--- src/design/sbl_pkg.sv ---
// constants and types shared by both ends of the bank command link
// assumes one clock (REF_CLK, 200 MHz) and a synchronous active-high reset
package sbl_pkg;
	localparam int NUM_BANKS = 4;
	localparam int BA_W      = 2;
	localparam int CNT_W     = 8;

	localparam int CLK_PERIOD_PS = 5000;
	// times in ps, counts rounded up (least times)
	localparam int PRECHARGE_PERIOD_PS  = 15000;
	localparam int ACT_ACCESS_DELAY_PS  = 15000;
	localparam int WRITE_RECOVERY_PS    = 15000;
	localparam int ROW_CYCLE_TIME_PS    = 60000;
	localparam int MODE_SET_DELAY_CYC   = 2;
	localparam int BURST_LEN_DEF        = 8;
	localparam int BOUNDARY_BEATS       = 4;
	localparam int BEATS_PER_CYC        = 2;

	localparam logic [CNT_W-1:0] PRECHARGE_CYC =
		CNT_W'((PRECHARGE_PERIOD_PS + CLK_PERIOD_PS - 1) / CLK_PERIOD_PS);
	localparam logic [CNT_W-1:0] ACT_ACCESS_CYC =
		CNT_W'((ACT_ACCESS_DELAY_PS + CLK_PERIOD_PS - 1) / CLK_PERIOD_PS);
	localparam logic [CNT_W-1:0] WRITE_RECOVERY_CYC =
		CNT_W'((WRITE_RECOVERY_PS + CLK_PERIOD_PS - 1) / CLK_PERIOD_PS);
	localparam logic [CNT_W-1:0] ROW_CYCLE_CYC =
		CNT_W'((ROW_CYCLE_TIME_PS + CLK_PERIOD_PS - 1) / CLK_PERIOD_PS);
	localparam logic [CNT_W-1:0] MODE_SET_CYC = CNT_W'(MODE_SET_DELAY_CYC);
	localparam logic [CNT_W-1:0] BURST8_CYC   = CNT_W'(BURST_LEN_DEF / BEATS_PER_CYC);
	localparam logic [CNT_W-1:0] BURST4_CYC   = CNT_W'(BOUNDARY_BEATS / BEATS_PER_CYC);
	localparam logic [CNT_W-1:0] CNT_ZERO     = 8'h00;

	typedef enum logic [3:0] {
		SBL_CMD_DESELECT  = 4'h0,
		SBL_CMD_NO_OP     = 4'h1,
		SBL_CMD_READ      = 4'h2,
		SBL_CMD_WRITE     = 4'h3,
		SBL_CMD_ROW_OPEN  = 4'h4,
		SBL_CMD_PRECHARGE = 4'h5,
		SBL_CMD_REFRESH   = 4'h6,
		SBL_CMD_MODE_LOAD = 4'h7
	} sbl_cmd_e;

	typedef enum logic [10:0] {
		SBL_BK_IDLE       = 11'h001,
		SBL_BK_ACTIVATING = 11'h002,
		SBL_BK_ACTIVE     = 11'h004,
		SBL_BK_READ       = 11'h008,
		SBL_BK_WRITE      = 11'h010,
		SBL_BK_READ_CLOSE = 11'h020,
		SBL_BK_WRITE_CLOSE= 11'h040,
		SBL_BK_WREC       = 11'h080,
		SBL_BK_WREC_CLOSE = 11'h100,
		SBL_BK_PRECHARGING= 11'h200,
		SBL_BK_GLOBAL     = 11'h400
	} sbl_bank_e;

	typedef enum logic [2:0] {
		SBL_GL_NONE    = 3'h1,
		SBL_GL_REFRESH = 3'h2,
		SBL_GL_MODE    = 3'h4
	} sbl_glob_e;

	// strobe levels cs_n,ras_n,cas_n,we_n -> command
	function automatic sbl_cmd_e sbl_decode(input logic [3:0] pins);
		sbl_cmd_e c;
		c = SBL_CMD_DESELECT;
		if (!pins[3]) begin
			case (pins[2:0])
				3'h7:    c = SBL_CMD_NO_OP;
				3'h5:    c = SBL_CMD_READ;
				3'h4:    c = SBL_CMD_WRITE;
				3'h3:    c = SBL_CMD_ROW_OPEN;
				3'h2:    c = SBL_CMD_PRECHARGE;
				3'h1:    c = SBL_CMD_REFRESH;
				3'h0:    c = SBL_CMD_MODE_LOAD;
				default: c = SBL_CMD_DESELECT;
			endcase
		end
		return c;
	endfunction

	function automatic logic [3:0] sbl_encode(input sbl_cmd_e c);
		logic [3:0] p;
		p = 4'h7;
		case (c)
			SBL_CMD_DESELECT:  p = 4'hf;
			SBL_CMD_NO_OP:     p = 4'h7;
			SBL_CMD_READ:      p = 4'h5;
			SBL_CMD_WRITE:     p = 4'h4;
			SBL_CMD_ROW_OPEN:  p = 4'h3;
			SBL_CMD_PRECHARGE: p = 4'h2;
			SBL_CMD_REFRESH:   p = 4'h1;
			SBL_CMD_MODE_LOAD: p = 4'h0;
			default:           p = 4'hf;
		endcase
		return p;
	endfunction
endpackage

--- src/design/sbl_if.sv ---
// command link between memory controller and the bank legality logic
// assumes both ends run on the same clock
`timescale 1ns/1ps
interface sbl_if;
	import sbl_pkg::*;
	logic            cs_n;
	logic            ras_n;
	logic            cas_n;
	logic            we_n;
	logic [BA_W-1:0] ba;
	logic            close_flag_bit;
	logic            cke;

	modport ctrl (output cs_n, ras_n, cas_n, we_n, ba, close_flag_bit, cke);
	modport dev  (input  cs_n, ras_n, cas_n, we_n, ba, close_flag_bit, cke);
endinterface

--- src/design/sbl_device.sv ---
// per-bank state tracking and command legality checking (device end)
// assumes command pins come from the controller on the same REF_CLK and are registered twice here
`timescale 1ns/1ps
module sbl_device
	import sbl_pkg::*;
(
	input  wire logic            REF_CLK,
	input  wire logic            RST,
	sbl_if.dev                   LINK,
	input  wire logic            BURST_LEN8,
	output logic [NUM_BANKS-1:0] BANK_IDLE,
	output logic [NUM_BANKS-1:0] BANK_ROW_ACTIVE,
	output logic                 ALL_IDLE,
	output logic                 CMD_VALID,
	output logic [3:0]           CMD_CODE,
	output logic [BA_W-1:0]      CMD_BANK,
	output logic                 ILLEGAL_CMD
);
	// ------------------------------------------------------------
	// input synchronisers
	// ------------------------------------------------------------
	logic [7:0] sync1_reg;
	logic [7:0] sync2_reg;
	always_ff @(posedge REF_CLK) begin
		if (RST) begin
			sync1_reg <= 8'hff;
			sync2_reg <= 8'hff;
		end else begin
			sync1_reg <= {LINK.cs_n, LINK.ras_n, LINK.cas_n, LINK.we_n,
				LINK.ba, LINK.close_flag_bit, LINK.cke};
			sync2_reg <= sync1_reg;
		end
	end

	sbl_cmd_e        cmd;
	logic [BA_W-1:0] cmd_ba;
	logic            cmd_close;
	logic            cmd_sel;
	assign cmd       = sbl_decode(sync2_reg[7:4]);
	assign cmd_ba    = sync2_reg[3:2];
	assign cmd_close = sync2_reg[1];
	assign cmd_sel   = cmd != SBL_CMD_DESELECT && cmd != SBL_CMD_NO_OP;

	// ------------------------------------------------------------
	// global refresh and mode-load state
	// ------------------------------------------------------------
	sbl_glob_e        glob_reg;
	logic [CNT_W-1:0] glob_cnt_reg;
	logic             all_idle;
	logic [NUM_BANKS-1:0] idle_vec;
	logic [NUM_BANKS-1:0] bank_bad;
	assign all_idle = &idle_vec;

	always_ff @(posedge REF_CLK) begin
		if (RST) begin
			glob_reg     <= SBL_GL_NONE;
			glob_cnt_reg <= CNT_ZERO;
		end else begin
			case (glob_reg)
				SBL_GL_NONE: begin
					if (all_idle && cmd == SBL_CMD_REFRESH) begin
						glob_reg     <= SBL_GL_REFRESH;
						glob_cnt_reg <= ROW_CYCLE_CYC - 8'h01;
					end else if (all_idle && cmd == SBL_CMD_MODE_LOAD) begin
						glob_reg     <= SBL_GL_MODE;
						glob_cnt_reg <= MODE_SET_CYC - 8'h01;
					end
				end
				SBL_GL_REFRESH, SBL_GL_MODE: begin
					if (glob_cnt_reg == CNT_ZERO) begin
						glob_reg <= SBL_GL_NONE;
					end else begin
						glob_cnt_reg <= glob_cnt_reg - 8'h01;
					end
				end
				default: glob_reg <= SBL_GL_NONE;
			endcase
		end
	end

	// ------------------------------------------------------------
	// per-bank state machines
	// ------------------------------------------------------------
	genvar gi;
	generate
		for (gi = 0; gi < NUM_BANKS; gi++) begin : g_bank
			sbl_bank_e        st_reg;
			logic [CNT_W-1:0] cnt_reg;
			logic [CNT_W-1:0] burst_reg;
			logic             hit;
			logic             mine;
			logic             brd;
			logic             bwr;
			logic             bpre;
			logic             on_bound;
			assign hit  = cmd_ba == BA_W'(gi);
			assign brd  = cmd == SBL_CMD_READ && hit;
			assign bwr  = cmd == SBL_CMD_WRITE && hit;
			assign bpre = cmd == SBL_CMD_PRECHARGE && (hit || cmd_close);
			assign mine = cmd_sel && (hit || bpre);
			// beats come two per cycle, so the one boundary is two cycles into the burst
			assign on_bound = burst_reg == BURST4_CYC;
			assign idle_vec[gi] = st_reg == SBL_BK_IDLE;

			// other banks judged by own state
			always_comb begin
				bank_bad[gi] = 1'b0;
				case (st_reg)
					// precharge of an idle bank is a harmless no-op
					SBL_BK_IDLE:
						bank_bad[gi] = brd || bwr;
					SBL_BK_ACTIVE:
						bank_bad[gi] = cmd == SBL_CMD_ROW_OPEN && hit;
					SBL_BK_READ:
						bank_bad[gi] = (mine && !brd) || (brd && (!BURST_LEN8 || !on_bound));
					SBL_BK_WRITE:
						bank_bad[gi] = (mine && !bwr) || (bwr && (!BURST_LEN8 || !on_bound));
					SBL_BK_READ_CLOSE, SBL_BK_WRITE_CLOSE,
					SBL_BK_ACTIVATING, SBL_BK_WREC_CLOSE:
						bank_bad[gi] = mine;
					SBL_BK_WREC:
						bank_bad[gi] = mine && !bwr;
					SBL_BK_PRECHARGING:
						bank_bad[gi] = mine && !bpre;
					default: bank_bad[gi] = 1'b0;
				endcase
			end

			always_ff @(posedge REF_CLK) begin
				if (RST) begin
					st_reg    <= SBL_BK_IDLE;
					cnt_reg   <= CNT_ZERO;
					burst_reg <= CNT_ZERO;
				end else begin
					if (cnt_reg != CNT_ZERO) begin
						cnt_reg <= cnt_reg - 8'h01;
					end
					if (burst_reg != CNT_ZERO) begin
						burst_reg <= burst_reg - 8'h01;
					end
					case (st_reg)
						SBL_BK_IDLE: begin
							if (cmd == SBL_CMD_ROW_OPEN && hit) begin
								st_reg  <= SBL_BK_ACTIVATING;
								cnt_reg <= ACT_ACCESS_CYC - 8'h01;
							end
						end
						SBL_BK_ACTIVATING: begin
							if (cnt_reg == CNT_ZERO) begin
								st_reg <= SBL_BK_ACTIVE;
							end
						end
						SBL_BK_ACTIVE, SBL_BK_WREC, SBL_BK_READ, SBL_BK_WRITE: begin
							if ((brd || bwr) && !bank_bad[gi]) begin
								burst_reg <= (BURST_LEN8 ? BURST8_CYC : BURST4_CYC) - 8'h01;
								if (brd) begin
									st_reg <= cmd_close ? SBL_BK_READ_CLOSE : SBL_BK_READ;
								end else begin
									st_reg <= cmd_close ? SBL_BK_WRITE_CLOSE : SBL_BK_WRITE;
								end
							end else if (bpre && st_reg == SBL_BK_ACTIVE) begin
								st_reg  <= SBL_BK_PRECHARGING;
								cnt_reg <= PRECHARGE_CYC - 8'h01;
							end else if (st_reg == SBL_BK_READ && burst_reg == CNT_ZERO) begin
								st_reg <= SBL_BK_ACTIVE;
							end else if (st_reg == SBL_BK_WRITE && burst_reg == CNT_ZERO) begin
								st_reg  <= SBL_BK_WREC;
								cnt_reg <= WRITE_RECOVERY_CYC - 8'h01;
							end else if (st_reg == SBL_BK_WREC && cnt_reg == CNT_ZERO) begin
								st_reg <= SBL_BK_ACTIVE;
							end
						end
						SBL_BK_READ_CLOSE: begin
							if (burst_reg == CNT_ZERO) begin
								st_reg  <= SBL_BK_PRECHARGING;
								cnt_reg <= PRECHARGE_CYC - 8'h01;
							end
						end
						SBL_BK_WRITE_CLOSE: begin
							if (burst_reg == CNT_ZERO) begin
								st_reg  <= SBL_BK_WREC_CLOSE;
								cnt_reg <= WRITE_RECOVERY_CYC - 8'h01;
							end
						end
						SBL_BK_WREC_CLOSE: begin
							if (cnt_reg == CNT_ZERO) begin
								st_reg  <= SBL_BK_PRECHARGING;
								cnt_reg <= PRECHARGE_CYC - 8'h01;
							end
						end
						SBL_BK_PRECHARGING: begin
							if (cnt_reg == CNT_ZERO) begin
								st_reg <= SBL_BK_IDLE;
							end
						end
						default: st_reg <= SBL_BK_IDLE;
					endcase
				end
			end

			always_ff @(posedge REF_CLK) begin
				if (RST) begin
					BANK_IDLE[gi]       <= 1'b1;
					BANK_ROW_ACTIVE[gi] <= 1'b0;
				end else begin
					BANK_IDLE[gi]       <= st_reg == SBL_BK_IDLE && glob_reg == SBL_GL_NONE;
					BANK_ROW_ACTIVE[gi] <= st_reg == SBL_BK_ACTIVE;
				end
			end
		end
	endgenerate

	// ------------------------------------------------------------
	// legality flag and command echo
	// ------------------------------------------------------------
	logic glob_bad;
	assign glob_bad = (glob_reg != SBL_GL_NONE && cmd_sel)
		|| ((cmd == SBL_CMD_REFRESH || cmd == SBL_CMD_MODE_LOAD) && !all_idle);

	always_ff @(posedge REF_CLK) begin
		if (RST) begin
			ALL_IDLE    <= 1'b1;
			CMD_VALID   <= 1'b0;
			CMD_CODE    <= 4'h0;
			CMD_BANK    <= '0;
			ILLEGAL_CMD <= 1'b0;
		end else begin
			ALL_IDLE    <= all_idle && glob_reg == SBL_GL_NONE;
			CMD_VALID   <= cmd_sel;
			CMD_CODE    <= cmd;
			CMD_BANK    <= cmd_ba;
			ILLEGAL_CMD <= glob_bad || (|bank_bad);
		end
	end
endmodule

--- src/flat_wrapper.sv ---
// flat-port wrapper written by rule: the top's interface ports become plain ports
module sbl_device_flat import sbl_pkg::*;
  (REF_CLK, RST, BURST_LEN8, BANK_IDLE, BANK_ROW_ACTIVE, ALL_IDLE, CMD_VALID, CMD_CODE, CMD_BANK, ILLEGAL_CMD, LINK_cs_n, LINK_ras_n, LINK_cas_n, LINK_we_n, LINK_ba, LINK_close_flag_bit, LINK_cke);
  sbl_if LINK_i ();
  input  wire logic REF_CLK;
  input  wire logic RST;
  input  wire logic BURST_LEN8;
  output logic [NUM_BANKS-1:0] BANK_IDLE;
  output logic [NUM_BANKS-1:0] BANK_ROW_ACTIVE;
  output logic ALL_IDLE;
  output logic CMD_VALID;
  output logic [3:0] CMD_CODE;
  output logic [BA_W-1:0] CMD_BANK;
  output logic ILLEGAL_CMD;
  input wire logic [$bits(LINK_i.cs_n)-1:0] LINK_cs_n;
  input wire logic [$bits(LINK_i.ras_n)-1:0] LINK_ras_n;
  input wire logic [$bits(LINK_i.cas_n)-1:0] LINK_cas_n;
  input wire logic [$bits(LINK_i.we_n)-1:0] LINK_we_n;
  input wire logic [$bits(LINK_i.ba)-1:0] LINK_ba;
  input wire logic [$bits(LINK_i.close_flag_bit)-1:0] LINK_close_flag_bit;
  input wire logic [$bits(LINK_i.cke)-1:0] LINK_cke;
  assign LINK_i.cs_n = LINK_cs_n;
  assign LINK_i.ras_n = LINK_ras_n;
  assign LINK_i.cas_n = LINK_cas_n;
  assign LINK_i.we_n = LINK_we_n;
  assign LINK_i.ba = LINK_ba;
  assign LINK_i.close_flag_bit = LINK_close_flag_bit;
  assign LINK_i.cke = LINK_cke;
  sbl_device u_core (.REF_CLK(REF_CLK), .RST(RST), .LINK(LINK_i), .BURST_LEN8(BURST_LEN8), .BANK_IDLE(BANK_IDLE), .BANK_ROW_ACTIVE(BANK_ROW_ACTIVE), .ALL_IDLE(ALL_IDLE), .CMD_VALID(CMD_VALID), .CMD_CODE(CMD_CODE), .CMD_BANK(CMD_BANK), .ILLEGAL_CMD(ILLEGAL_CMD));
endmodule
--- config.mk ---
export PLATFORM = sky130hd
export DESIGN_NAME = sbl_device_flat
export DESIGN_NICKNAME = d
export VERILOG_FILES = /design/src/design/sbl_pkg.sv /design/src/design/sbl_if.sv /design/src/design/sbl_device.sv /design/src/flat_wrapper.sv
export SDC_FILE = /design/constraint.sdc
export NUM_CORES = 1
export LEC_CHECK = 0
export BUFFER_PORTS_ARGS = -buffer_cell sky130_fd_sc_hd__buf_2
export CAP_MARGIN = 20
export CORE_MARGIN = 3
export CORE_UTILIZATION = 50
export CTS_CLUSTER_DIAMETER = 40
export DETAILED_ROUTE_END_ITERATION = 8
export MAX_ROUTING_LAYER = met4
export PLACE_DENSITY = 0.73
export REMOVE_ABC_BUFFERS = 1
export SYNTH_ARGS = -nofsm -noshare
export SYNTH_HDL_FRONTEND = slang
export SYNTH_SLANG_ARGS = --single-unit
--- constraint.sdc ---
create_clock -name REF_CLK -period 3.45 [get_ports REF_CLK]
set_clock_uncertainty 0.2 [all_clocks]
set_input_delay 0.345 -clock REF_CLK [delete_from_list [all_inputs] [get_ports REF_CLK]]
set_output_delay 0.345 -clock REF_CLK [all_outputs]
set_load 0.05 [all_outputs]
# ---- Word-level counts from Yosys, hierarchy flattened
# Cells that the tools add are included.
dict set report op_classes {
  muxes 117
  n_eq_ne 95
  n_reduce_logical 161
  addsub 10
}
# cell n
set ops {}
lappend ops {{$mux 11} 48}
lappend ops {{$mux 8} 47}
lappend ops {{$pmux 11 s7} 4}
lappend ops {{$pmux 8 s4} 4}
lappend ops {{$sub 8x1->8 const B} 10}
lappend ops {{$logic_not 8->1} 9}
lappend ops {{$logic_and 1x1->1} 70}
lappend ops {{$reduce_bool 8->1} 8}
lappend ops {{$eq 11x1->1 const B} 4}
lappend ops {{$eq 11x10->1 const B} 4}
lappend ops {{$eq 11x2->1 const B} 4}
lappend ops {{$eq 11x3->1 const B} 4}
lappend ops {{$eq 11x4->1 const B} 4}
lappend ops {{$eq 11x5->1 const B} 4}
lappend ops {{$eq 11x6->1 const B} 4}
lappend ops {{$eq 11x7->1 const B} 4}
lappend ops {{$eq 11x8->1 const B} 4}
lappend ops {{$eq 11x9->1 const B} 4}
lappend ops {{$ne 2x1->1 const B} 21}
lappend ops {{$reduce_or 4->1} 9}
lappend ops {{$eq 8x2->1 const B} 4}
lappend ops {{$pmux 1 s7} 4}
lappend ops {{$reduce_and 7->1} 4}
lappend ops {{$logic_or 1x1->1} 27}
lappend ops {{other kinds (27)} 74}
dict set report totals {
  register_bits 152
  elab_cells 412
  inputBits 11
  output_inout_bits 17
}

# ---- Depth between registers and ports, before layout
# Gate-level depths: netlist of run 1.
dict set report logic_depth {
  depth_word 14
  ltp_mapped 11
  mapped_depth_nobuf 11
}

# ---- Worst setup path after synthesis of run 1
# OpenSTA, ideal clock, no wires.
dict set report synth_path {
  path_kind {reg2reg}
  from {reg u_core.g_bank[3].st_reg[4]}
  to {reg u_core.g_bank[3].st_reg[8]}
  path_slack_ns 0.601
  setup_ns 0.070
  period_less_slack_ns 2.849
  path_buffers 2
  required_time_ns 3.180
  arrival_time_ns 2.578
  path_stages_with_launch 9
  path_cell_list {dfxtp_1 -> buf_6 -> or4_1 -> buf_2 -> or4_4 -> o22a_1 -> a41o_1 -> or4b_1 -> a21oi_1}
}
dict set report synth_between {
  elab_chain_len 7
  word_cells_on_any_way 32
  classes_between {17 x eq/ne; 6 x mux; 9 x reduce/logical}
}
# element line
set synth_rtl {}
lappend synth_rtl {{start: declaration} sbl_device.sv:87} ;# sbl_bank_e st_reg;
lappend synth_rtl {{start signal: assignment} sbl_device.sv:157} ;# st_reg <= cmd_close ? SBL_BK_READ_CLOSE : SBL_BK_READ;
lappend synth_rtl {{start signal: assignment} sbl_device.sv:159} ;# st_reg <= cmd_close ? SBL_BK_WRITE_CLOSE : SBL_BK_WRITE;
lappend synth_rtl {{$eq 11x2->1, or another cell as far along} {sbl_device.sv:108, sbl_device.sv:141}}
lappend synth_rtl {{$reduce_or 4->1 or $logic_and 1x1->1 (tied branches)} {sbl_device.sv:108, sbl_device.sv:166}}
lappend synth_rtl {{$pmux 1 s7 or $mux 11 (tied branches)} {sbl_device.sv:108, sbl_device.sv:166}}
lappend synth_rtl {{$logic_not 1->1 or $mux 11 (tied branches)} {sbl_device.sv:154, sbl_device.sv:164}}
lappend synth_rtl {{$logic_and 1x1->1 or $mux 11 (tied branches)} {sbl_device.sv:154, sbl_device.sv:161}}
lappend synth_rtl {{$ne 6x1->1 (no line) or $mux 11 (tied branches)} --}
lappend synth_rtl {{$reduce_and 7->1 (no line) or $pmux 11 s7 (tied branches)} --}
# Parallel ways exist; a longest one is shown, timed or not.
# A chain may end at the register's enable or synchronous reset.

# ---- Worst setup path after layout of run 1
dict set report layout_path {
  from {reg u_core.sync2_reg[4]}
  to {reg u_core.g_bank[3].st_reg[8]}
}
dict set report layout_between {
  elab_chain_len 14
  word_cells_on_any_way 43
  classes_between {13 x eq/ne; 6 x mux; 24 x reduce/logical}
}
# element line
set layout_rtl {}
lappend layout_rtl {{start: declaration} sbl_device.sv:23} ;# logic [7:0] sync2_reg;
lappend layout_rtl {{start signal: assignment} sbl_device.sv:31} ;# sync2_reg <= sync1_reg;
lappend layout_rtl {{$eq 3x1->1, or another cell as far along} sbl_pkg.sv:68} ;# case (pins[2:0])
lappend layout_rtl {{$pmux 3 s7 *} sbl_pkg.sv:68}
lappend layout_rtl {{$mux 4 *} sbl_pkg.sv:67} ;# if (!pins[3]) begin
lappend layout_rtl {{$eq 4x3->1} sbl_device.sv:99} ;# assign bpre = cmd == SBL_CMD_PRECHARGE && (hit || cmd_close);
lappend layout_rtl {{$logic_and 1x1->1} sbl_device.sv:99}
lappend layout_rtl {{$logic_or 1x1->1} sbl_device.sv:100} ;# assign mine = cmd_sel && (hit || bpre);
lappend layout_rtl {{$logic_and 1x1->1} sbl_device.sv:100}
lappend layout_rtl {{$logic_and 1x1->1, on equally long branches} {sbl_device.sv:117, sbl_device.sv:122, sbl_device.sv:115}}
lappend layout_rtl {{$logic_or 1x1->1, on equally long branches} {sbl_device.sv:117, sbl_device.sv:115}}
lappend layout_rtl {{$pmux 1 s7} sbl_device.sv:108} ;# case (st_reg)
lappend layout_rtl {{$logic_not 1->1} sbl_device.sv:154} ;# if ((brd || bwr) && !bank_bad[gi]) begin
lappend layout_rtl {{$logic_and 1x1->1} sbl_device.sv:154}
lappend layout_rtl {{$ne 6x1->1 (no line) or $mux 11 (tied branches)} --}
lappend layout_rtl {{$reduce_and 7->1 (no line) or $pmux 11 s7 (tied branches)} --}
# Every way passes the cells marked *; elsewhere a longest branch is shown, timed or not.

==> results of run 1 <==
per-stage QoR:
stage	worst slack (ns)	area [um2]	power, W
floorplan	0.0565	8030	0.00501
global placement	0.366	8680	0.00578
detailed placement	0.359	8680	0.00585
CTS	0.332	9340	0.00774
global route	0.00860	9350	0.00832
finish	0.220	9350	0.00775
routing by layer:
metal	wire length [um]	global-route usage (%)	up-vias	part of all wire [%]
met5	0	-	-	0
met4	316	6.73	0	1.5
met3	1270	4.88	27	6.1
met2	9640	37.5	236	46
met1	9750	32.9	3626	46
li1	-	-	3857	-
placed cells by master (no fill, tap or decap), drive strengths merged, types with 9 or more instances in the layout:
master	n
nand3	37
or3	11
o31ai	10
clkbuf	18
or4	15
o211ai	9
nor2	130
a211oi	13
dfxtp	145
xnor2	39
or2	22
xor2	24
nand2	75
and3	11
nand2b	13
o21ai	46
inv	42
a21oi	62
nor2b	15
nor3	35
ha	20
nor4b	10
nand4	29
nor4	38
buf	59
critical path: cells and delay by family, from the launching register on:
kind	cells	cell delay, ns
compound gates	3	0.96
flops	1	0.43
simple gates	4	1.57
logic make-up after synthesis:
family,Yosys count,share of synthesized area (%)
and+or+nand+nor,480,31.2
adders and majority gates,20,3.03
AOI/OAI and AO/OA,226,18.8
xor gates and xnor gates,63,6.68
other,1,0.0454
muxes,5,0.606
DFF,145,35.2
buffers and inverters,93,4.44
power by group through the flow:
stage	clock [W]	combinational (W)	sequential, W
6_report	0.00186	0.00345	0.00244
5_1_grt	0.00196	0.00387	0.00249
4_1_cts	0.00188	0.00342	0.00243
3_5_place_dp	0	0.00339	0.00246
3_3_place_gp	0	0.00333	0.00245
2_1_floorplan	0	0.00252	0.00249
worst max-delay path by stage:
| stage | from | endpoint | slack [ns] | cells after the start |
|---|---|---|---|---|
| after floorplan | u_core.sync2_reg[6] | u_core.g_bank[3].st_reg[8] | 0.06 | 7 |
| after global placement | BURST_LEN8 | u_core.g_bank[3].st_reg[8] | 0.37 | 8 |
| after detailed placement | u_core.sync2_reg[4] | u_core.g_bank[3].st_reg[8] | 0.36 | 7 |
| after CTS | u_core.sync2_reg[4] | u_core.g_bank[3].st_reg[8] | 0.33 | 7 |
| after global routing | u_core.g_bank[3].burst_reg[0] | u_core.g_bank[3].st_reg[8] | 0.009 | 9 |
| final | u_core.sync2_reg[4] | u_core.g_bank[3].st_reg[8] | 0.22 | 7 |
layout make-up:
cell class	count	area, um2
fillers	1501	6660
multi-input cells	795	4990
flip-flops and latches	145	2900
repair buffers	66	453
clock buffers	18	439
well taps	216	270
clock inverters	13	153
inverters	37	139
timing repair:
| action | in CTS | in global routing |
|---|---|---|
| buffers inserted | 0 | 1 |
| hold buffers | 7 | 0 |
| resized for setup | 0 | 0 |
| endpoints found under the hold margin | 7 | 0 |
| endpoints found under the setup margin | 0 | 5 |
==> summary.md, run 1 <==
| Metric | Value |
|---|---|
| Syn Inst Count | 1033 |
| Fraction of the cycle the final worst path needs | 93.6% |
| Synthesized area | 8260 um2 |
| Flip-flop count of the largest register after layout | 40 |
| Unrepaired setup endpoints after global routing | no |
| Reg-to-reg endpoint | u_core.g_bank[3].st_reg[8] |
| Floorplan die height | 135 um |
| Worst-margin pin slew | 0.875 ns |
| Switching power summed over all nets | 0.00317 W |
| Dominant cell type by area after synthesis | dfxtp_1 |
| Post-Route Setup TNS | 0 ns |
| Clk network pwr share | 24.0% |
| Count of antenna-violating nets left after detailed routing | 0 |
| Routability congestion estimate | 0.937 |
| Reg clk slew, reported paths | 0.06 ns |
| Area growth from synthesis to layout | 13.2% |
| Initial cell density of the core | 51.6% |
| Critical Path, Cell by Cell | nor4b_1 > nand4_1 > a221oi_1 > nand3_1 > a41o_1 > or4b_1 > a21oi_1 |
| Number of design-rule violations left by the first detailed-router iteration | 698 |
| Fmax | 310 MHz |
| Share of the synthesized area in the top cell type | 35.2% |
| Die width | 135 um |
| Fin nets | 1093 |
| Required time reported for the critical path endpoint | 3.61 ns |
| Final HPWL from detailed placement | 15100 um |
| Antenna violations before repair | 0 |
| Sequential-to-total area share from yosys stat | 35.2% |
| Combinational share of power | 44.6% |
| Beginning of the worst hold path | BURST_LEN8 |
| Number of endpoints with negative hold slack in the final report | 0 |
| Final-report max-slew violation count | 0 |
| Reg2Reg Setup Slack | 0.22 ns |
| TritonCTS clock tree | built |
| Count of non-filler cells in the finished layout | 1290 |
| Power Density | 829 nW/um2 |
| Min cycle time layout | 3.23 ns |
| Net Sw Frac | 41.0% |
| Max incr delay on CP | 0.68 ns |
| Total number of yosys warnings | 0 |
| Core footprint | 16000 um2 |
| Placed instance count | 1251 |
| Number of synthesized register bits | 145 |
| Worst flop-to-flop path startpoint | u_core.sync2_reg[4] |
| Top flip-flop cell by instance count after synthesis | dfxtp_1 |
| Largest cells by area after synthesis | dfxtp_1 (35%), nor2_1 (5.9%), xnor2_1 (4.1%) |
| Clock root buffer master | clkbuf_16 |
| Start-to-end type of the worst setup path | reg -> reg |
| Yosys cell types | 79 |
| Post-synthesis async set-or-reset flop share | 0% |
| CTS sink count | 145 |
| Total via count in the routed design | 7746 |
| Wire length of the first global-routing pass | 35100 um |
| Number of clock buffers inserted by TritonCTS | 17 |
| Kind of path behind the tightest hold check | in -> reg |
| Worst slew slack as a fraction of its limit | 40.9% |
| Congestion Overflow GR | 0 |
| Total of max-cap violations | 0 |
| Sequential share of power | 31.5% |
| Leak pwr | 3.55 nW |
| Avg Cell Area, Syn | 7.99 um2 |
| Cell internal pwr | 0.00457 W |
| Nature of the critical path startpoint | register |
| First-pass DRT Iterations | 5 |
| DR DRC count | 0 |
| Peak supply drop | 0.540 mV |
| Detailed-route wire length | 21000 um |
| Area enclosed by the die boundary | 18100 um2 |
| Commonest cells post-synth | dfxtp_1 (145), nor2_1 (130), nand2_1 (75), a21oi_1 (62), o21ai_0 (46) |
| Total number of H-tree levels | 4 |
| Utilization of the core after routing | 58.4% |
| Port Buffer Count | 25 |
| Routed WL per cell | 16.3 um |
| Run status | finished, final reports clean |
| Worst-path fanout max | 12 |
| Hold Path End | u_core.g_bank[0].burst_reg[1] |
| Number of antenna repair diodes | 0 |
| Vias in the first global route | 7058 |
| Global router's overall resource usage | 24.4% |
| Worst setup EP type | register |
| Per-cell via count in the routed design | 6.00 |
| Final Hold Slack | 0.0942 ns |
| Most common cell in the synthesized netlist | dfxtp_1 |
| Largest net degree at the start of global routing | 54 |
| Share of layout cells above drive strength 1 | 11.8% |
| R2R depth | 7 |
| Worst-skew pair later-pin latency | 0.44 ns |
| Number of placement rows | 46 |
| Count of cells along the worst hold path | 3 |
| Number of endpoints failing setup at the final stage | 0 |
| Signal arrival time at the worst endpoint | 3.39 ns |
| Number of flops mapped to enable cells by yosys | 0 |
| Critical Path Slowest Stage Cell | nor4b_1 |
| Maximum clock path buffer count | 2 |
| Number of I/O pins | 28 |
No activity file was read; power rests on OpenSTA's default activity.
==> run 2: changes to the inputs <==
--- a/config.mk
+++ b/config.mk
@@ -7,12 +7,12 @@
 export LEC_CHECK = 0
 export BUFFER_PORTS_ARGS = -buffer_cell sky130_fd_sc_hd__buf_2
 export CAP_MARGIN = 20
-export CORE_MARGIN = 3
-export CORE_UTILIZATION = 50
+export CORE_MARGIN = 2
+export CORE_UTILIZATION = 45
 export CTS_CLUSTER_DIAMETER = 40
 export DETAILED_ROUTE_END_ITERATION = 8
 export MAX_ROUTING_LAYER = met4
-export PLACE_DENSITY = 0.73
+export PLACE_DENSITY = 0.68
 export REMOVE_ABC_BUFFERS = 1
 export SYNTH_ARGS = -nofsm -noshare
 export SYNTH_HDL_FRONTEND = slang
==> summary.md, run 2 (synthesized netlist as in run 1, its figures left out) <==
| Metric | Value |
|---|---|
| Kind of path behind the tightest hold check | in -> reg |
| Critical Path Slowest Stage Cell | or4_1 |
| Maximum clock path buffer count | 2 (unchanged) |
| Run status | finished, final reports clean |
| Net Sw Frac | 42.0% (+1.0 points) |
| Port Buffer Count | 25 (unchanged) |
| Worst setup EP type | register |
| Floorplan die height | 139 um (+3.7%) |
| Number of clock buffers inserted by TritonCTS | 17 (unchanged) |
| Worst-skew pair later-pin latency | 0.44 ns (about the same) |
| Vias in the first global route | 7121 (+0.89%) |
| Multi-input logic area | 4990 um2 (unchanged) |
| Routability congestion estimate | 0.962 (+2.7%) |
| Number of endpoints with negative hold slack in the final report | 0 (unchanged) |
| Cts repair resizes | 0 (unchanged) |
| Total via count in the routed design | 7783 (+0.48%) |
| Sequential share of power | 32.0% (+0.5 points) |
| Switching power summed over all nets | 0.00320 W (+0.95%) |
| Total of max-cap violations | 0 (unchanged) |
| Most common cell after layout, fill and taps aside | dfxtp_1 |
| Final HPWL from detailed placement | 15100 um (+0.34%) |
| Congestion Overflow GR | 0 (unchanged) |
| Critical Path, Cell by Cell | or4_1 > nor4b_1 > a221oi_1 > a21oi_1 > o221ai_1 > o211ai_1 > nor2_1 |
| Cell internal pwr | 0.00442 W (-3.3%) |
| Number of endpoints failing setup at the final stage | 0 (unchanged) |
| First-pass DRT Iterations | 6 (+1) |
| Peak supply drop | 0.624 mV (+16%) |
| Share of layout cells above drive strength 1 | 12.2% (+0.33 points) |
| Antenna violations before repair | 1 (+1) |
| Clk network pwr share | 23.1% (-0.9 points) |
| Fraction of the cycle the final worst path needs | 90.8% (-2.8 points) |
| Fin nets | 1096 (+0.27%) |
| Reg clk slew, reported paths | 0.07 ns (about the same) |
| Total number of H-tree levels | 4 (unchanged) |
| Reg2Reg Setup Slack | 0.32 ns (+0.10 ns) |
| Wire length of the first global-routing pass | 35300 um (+0.59%) |
| Detailed-route wire length | 21400 um (+1.8%) |
| Number of design-rule violations left by the first detailed-router iteration | 801 (+15%) |
| Signal arrival time at the worst endpoint | 3.23 ns (-0.16 ns) |
| Worst flop-to-flop path startpoint | u_core.g_bank[3].st_reg[3] |
| TritonCTS clock tree | built |
| Total power | 0.00762 W (-1.6%) |
| Routed WL per cell | 16.3 um (+0.37%) |
| Worst-path fanout max | 10 (-2) |
| Core footprint | 18000 um2 (+12%) |
| Register Area | 2900 um2 (unchanged) |
| Fmax | 319 MHz (+3.1%) |
| Final-report max-slew violation count | 0 (unchanged) |
| Largest net degree at the start of global routing | 50 (-7.4%) |
| Required time reported for the critical path endpoint | 3.55 ns (-0.06 ns) |
| Number of buffers added to fix hold violations after cts | 7 (unchanged) |
| Number of placement rows | 49 (+6.5%) |
| Max incr delay on CP | 0.61 ns (-0.07 ns) |
| Worst slew slack as a fraction of its limit | 55.6% (+15 points) |
| Total of fill cells in the finished design | 1708 (+14%) |
| CTS sink count | 145 (unchanged) |
| Beginning of the worst hold path | BURST_LEN8 |
| Worst-margin pin slew | 0.663 ns (-0.211 ns) |
| Global router's overall resource usage | 22.7% (-1.7 points) |
| Number of I/O pins | 28 (unchanged) |
| Unrepaired setup endpoints after global routing | no |
| Start-to-end type of the worst setup path | reg -> reg |
| Per-cell via count in the routed design | 5.95 (-0.91%) |
| Count of non-filler cells in the finished layout | 1308 (+1.4%) |
| Post-Route Setup TNS | 0 ns (unchanged) |
| Min cycle time layout | 3.13 ns (-0.0979 ns) |
| Placed instance count | 1268 (+1.4%) |
| Reg-to-reg endpoint | u_core.g_bank[3].cnt_reg[2] |
| Clock root buffer master | clkbuf_16 |
| Final non-filler cell area | 9350 um2 (about the same) |
| Count of cells along the worst hold path | 3 (unchanged) |
| Placement-stage cell area | 8720 um2 (+0.50%) |
| Number of buffers added for setup after CTS | 0 (unchanged) |
| Hold Path End | u_core.g_bank[0].burst_reg[1] |
| Area enclosed by the die boundary | 19500 um2 (+7.5%) |
| Die width | 139 um (+3.7%) |
| DR DRC count | 0 (unchanged) |
| R2R depth | 7 (unchanged) |
| Area growth from synthesis to layout | 13.2% (about the same) |
| Power Density | 815 nW/um2 (-1.6%) |
| Utilization of the core after routing | 52.1% (-6.3 points) |
| Flip-flop count of the largest register after layout | 40 (unchanged) |
| Top library cells by usage in the layout, fill and taps aside | dfxtp_1 (145), nor2_1 (130), nand2_1 (75) |
| Nature of the critical path startpoint | register |
| Leak pwr | 3.55 nW (+0.11%) |
| Initial cell density of the core | 46.0% (-5.6 points) |
| Count of antenna-violating nets left after detailed routing | 0 (unchanged) |
| Combinational share of power | 44.8% (+0.2 points) |
-- run 2: cell count changes in the layout (fill, tap and decap cells not counted), sizes merged --
cell	previous run	this run
buf	59	62
bufinv	2	0
diode	0	1
inv	42	45
-- run 2: power groups by stage --
stage | logic, W | registers (W) | clock network, W
3_3_place_gp | 0.00333 | 0.00246 | 0
6_report | 0.00342 | 0.00244 | 0.00176
2_1_floorplan | 0.00252 | 0.00249 | 0
3_5_place_dp | 0.00337 | 0.00246 | 0
5_1_grt | 0.00383 | 0.00250 | 0.00189
4_1_cts | 0.00341 | 0.00244 | 0.00180
-- run 2: how the worst max path moves through the flow --
stage                                    start                     endpoint  slack [ns]  cells after the start
finish              u_core.g_bank[3].st_reg[3]  u_core.g_bank[3].cnt_reg[2]        0.32                      7
global route               u_core.sync2_reg[5]  u_core.g_bank[2].cnt_reg[7]        0.11                      7
CTS                 u_core.g_bank[3].st_reg[4]  u_core.g_bank[3].cnt_reg[2]        0.37                      7
detailed placement  u_core.g_bank[3].st_reg[4]  u_core.g_bank[3].cnt_reg[2]        0.38                      7
global placement    u_core.g_bank[0].st_reg[5]  u_core.g_bank[0].cnt_reg[2]        0.42                      7
floorplan                  u_core.sync2_reg[6]   u_core.g_bank[3].st_reg[8]        0.06                      7
-- run 2: per-layer routing --
layer / part of all wire, % / track usage [%] / vias up / wire [um]
met5: 0 / - / - / 0
met4: 2.4 / 7.76 / 0 / 509
met3: 6.2 / 5.37 / 49 / 1320
met2: 44 / 33.5 / 266 / 9410
li1: - / - / 3852 / -
met1: 47 / 30.6 / 3616 / 10100
-- run 2: final cells by class --
cell class | count | share of cell area (%)
clock buffers | 18 | 4.70
flip-flops and latches | 145 | 31.0
inverters | 37 | 1.49
well taps | 229 | 3.06
multi-input cells | 795 | 53.3
clock inverters | 14 | 1.28
repair buffers | 69 | 5.06
diodes | 1 | 0.0268
-- run 2: critical path: cells and delay by family (launching register included) --
| family | cells | cell delay, ns |
|---|---|---|
| and+or+nand+nor | 3 | 1.18 |
| DFF | 1 | 0.43 |
| AOI/OAI and AO/OA | 4 | 1.19 |
-- run 2: stage by stage --
| step | hold WS, ns | worst slack (ns) |
|---|---|---|
| floorplan | 0.189 | 0.0565 |
| global placement | 0.193 | 0.420 |
| detailed placement | 0.194 | 0.381 |
| CTS | 0.0851 | 0.372 |
| global route | 0.109 | 0.113 |
| finish | 0.0988 | 0.318 |
==> run 3: changes to the inputs <==
--- a/config.mk
+++ b/config.mk
@@ -5,6 +5,7 @@
 export SDC_FILE = /design/constraint.sdc
 export NUM_CORES = 1
 export LEC_CHECK = 0
+export ABC_CLOCK_PERIOD_IN_PS = 3450
 export BUFFER_PORTS_ARGS = -buffer_cell sky130_fd_sc_hd__buf_2
 export CAP_MARGIN = 20
 export CORE_MARGIN = 2
@@ -12,7 +13,6 @@
 export CTS_CLUSTER_DIAMETER = 40
 export DETAILED_ROUTE_END_ITERATION = 8
 export MAX_ROUTING_LAYER = met4
-export PLACE_DENSITY = 0.68
 export REMOVE_ABC_BUFFERS = 1
 export SYNTH_ARGS = -nofsm -noshare
 export SYNTH_HDL_FRONTEND = slang
==> summary.md, run 3 (synthesized netlist as in run 1, its figures left out) <==
| Metric | Value |
|---|---|
| Run status | finished, final reports clean |
| TritonCTS clock tree | built |
| Worst setup EP type | register |
| CTS sink count | 145 (unchanged) |
| Total of fill cells in the finished design | 1721 (+0.76%) |
| Number of antenna repair diodes | 0 (-1) |
| Per-cell via count in the routed design | 5.90 (-0.76%) |
| Cell seen most often among critical-path stages | or4_1 |
| Cell type group with the largest total delay on the critical path | simple AND/OR/NAND/NOR gates |
| Total power | 0.00774 W (+1.5%) |
| Port Buffer Count | 25 (unchanged) |
| Placed instance count | 1274 (+0.47%) |
| Max incr delay on CP | 0.60 ns (about the same) |
| Fin nets | 1102 (+0.55%) |
| Fraction of the cycle the final worst path needs | 90.1% (-0.66 points) |
| Number of placement rows | 49 (unchanged) |
| Die width | 139 um (unchanged) |
| Total number of H-tree levels | 4 (unchanged) |
| Reg2Reg Setup Slack | 0.34 ns (+0.02 ns) |
| Utilization of the core after routing | 52.4% (+0.39 points) |
| Final setup slack of the worst path | 0.341 ns (+0.0226 ns) |
| Multi-input logic area | 4990 um2 (+0.13%) |
| Area growth from synthesis to layout | 14.1% |
| Setup slack after placement | 0.378 ns (-0.00261 ns) |
| Clock root buffer master | clkbuf_16 |
| Post-Route Setup TNS | 0 ns (unchanged) |
| Critical Path Slowest Stage Cell | or4_1 |
| Count of antenna-violating nets left after detailed routing | 0 (unchanged) |
| Total via count in the routed design | 7753 (-0.39%) |
| Critical Path, Cell by Cell | or4_1 > or4_1 > and4_1 > and2_1 > or3_1 > o31ai_4 > nor2_1 |
| Wire length of the first global-routing pass | 35900 um (+1.9%) |
| Worst-path fanout max | 7 (-3) |
| Reg clk slew, reported paths | 0.06 ns (about the same) |
| First-pass DRT Iterations | 8 (+2) |
| Maximum clock path buffer count | 2 (unchanged) |
| Total of max-cap violations | 0 (unchanged) |
| Most common cell after layout, fill and taps aside | dfxtp_1 |
| Count of non-filler cells in the finished layout | 1313 (+0.38%) |
| Reg-to-reg endpoint | u_core.g_bank[0].cnt_reg[6] |
| Nature of the critical path startpoint | register |
| Unrepaired setup endpoints after global routing | no |
| Vias in the first global route | 7275 (+2.2%) |
| Peak supply drop | 0.548 mV (-12%) |
| Routability congestion estimate | 0.949 (-1.4%) |
| Largest net degree at the start of global routing | 37 (-26%) |
| Area enclosed by the die boundary | 19500 um2 (unchanged) |
| Start-to-end type of the worst setup path | reg -> reg |
| Hold Path End | u_core.g_bank[2].burst_reg[1] |
| Global router's overall resource usage | 23.3% (+0.56 points) |
| Fmax | 322 MHz (+0.73%) |
| DR DRC count | 0 (unchanged) |
| Initial cell density of the core | 46.0% (unchanged) |
| Count of cells along the worst hold path | 3 (unchanged) |
| Antenna violations before repair | 0 (-1) |
| Cts repair resizes | 0 (unchanged) |
| Worst-skew pair later-pin latency | 0.43 ns (about the same) |
| Core footprint | 18000 um2 (unchanged) |
| Beginning of the worst hold path | BURST_LEN8 |
| Number of I/O pins | 28 (unchanged) |
| Power Density | 821 nW/um2 (+0.73%) |
| Number of endpoints with negative hold slack in the final report | 0 (unchanged) |
| Register Area | 2900 um2 (unchanged) |
| Final HPWL from detailed placement | 15700 um (+3.6%) |
| Floorplan die height | 139 um (unchanged) |
| Kind of path behind the tightest hold check | in -> reg |
| Signal arrival time at the worst endpoint | 3.21 ns (-0.02 ns) |
| R2R depth | 7 (unchanged) |
| Worst-margin pin slew | 0.894 ns (+0.231 ns) |
| Top library cells by usage in the layout, fill and taps aside | dfxtp_1 (145), nor2_1 (130), nand2_1 (75) |
| Number of clock buffers inserted by TritonCTS | 17 (unchanged) |
| Leak pwr | 3.60 nW (+1.4%) |
| Levels on crit path | 7 (unchanged) |
| Min cycle time layout | 3.11 ns (-0.0226 ns) |
| Worst slew slack as a fraction of its limit | 39.6% (-16 points) |
| Number of design-rule violations left by the first detailed-router iteration | 564 (-30%) |
| Number of endpoints failing setup at the final stage | 0 (unchanged) |
| Congestion Overflow GR | 0 (unchanged) |
| Routed WL per cell | 16.6 um (+1.6%) |
| Worst flop-to-flop path startpoint | u_core.g_bank[0].st_reg[9] |
| Share of layout cells above drive strength 1 | 12.7% (+0.58 points) |
| Required time reported for the critical path endpoint | 3.56 ns (about the same) |
| Flip-flop count of the largest register after layout | 40 (unchanged) |
| Final-report max-slew violation count | 0 (unchanged) |
| Number of buffers and inverters on the critical path | 0 (unchanged) |
| Detailed-route wire length | 21800 um (+2.0%) |
run 3: cell count changes in the layout (fill, tap and decap cells not counted), sizes merged:
| cell | delta |
|---|---|
| buf | +6 |
| bufinv | +1 |
| clkinv | +3 |
| clkinvlp | -2 |
| diode | -1 |
| clkbuf | +1 |
| inv | -3 |
run 3: power by group:
part,switching (W),internal [W],leakage (nW)
Combinational,0.00204,0.00146,2.13
Clock,0.000766,0.00104,0.286
Sequential,0.000366,0.00206,1.19
Total,0.00317,0.00457,3.60
run 3: layout make-up:
| type | count | share of cell area (%) |
|---|---|---|
| clock buffers | 19 | 4.81 |
| clock inverters | 13 | 1.33 |
| inverters | 37 | 1.47 |
| multi-input cells | 795 | 53.0 |
| flip-flops and latches | 145 | 30.8 |
| well taps | 229 | 3.04 |
| repair buffers | 75 | 5.52 |
run 3: worst max path at each step:
stage | from | endpoint | slack, ns
finish | u_core.g_bank[0].st_reg[9] | u_core.g_bank[0].cnt_reg[6] | 0.34
global route | u_core.g_bank[2].burst_reg[0] | u_core.g_bank[2].cnt_reg[3] | 0.008
CTS | u_core.g_bank[0].st_reg[9] | u_core.g_bank[0].cnt_reg[6] | 0.35
detailed placement | u_core.g_bank[0].st_reg[9] | u_core.g_bank[0].cnt_reg[6] | 0.38
global placement | u_core.g_bank[0].st_reg[9] | u_core.g_bank[0].cnt_reg[5] | 0.36
floorplan | u_core.sync2_reg[6] | u_core.g_bank[3].st_reg[8] | 0.06
run 3: what timing repair did:
action / CTS / global route
hold buffers: 7 / 0
buffers inserted: 0 / 0
endpoints found under the setup margin: 0 / 0
endpoints found under the hold margin: 7 / 0
run 3: tightest hold or removal path, stage by stage:
cell and delay [ns]:
buf_2 0.19, nand2_1 0.08, a21oi_1 0.05
run 3: metal layers:
| metal | track usage (%) | share of wire, % | vias up |
|---|---|---|---|
| li1 | - | - | 3874 |
| met1 | 30.2 | 47 | 3612 |
| met2 | 36.1 | 45 | 227 |
| met3 | 4.27 | 5.1 | 40 |
| met4 | 8.88 | 2.4 | 0 |
| met5 | - | 0 | - |
run 3: per-stage QoR:
stage	area, um2	hold WS, ns
2_1_floorplan	8030	0.189
3_3_place_gp	8770	0.190
3_5_place_dp	8770	0.192
4_1_cts	9420	0.0691
5_1_grt	9420	0.131
6_report	9420	0.0891
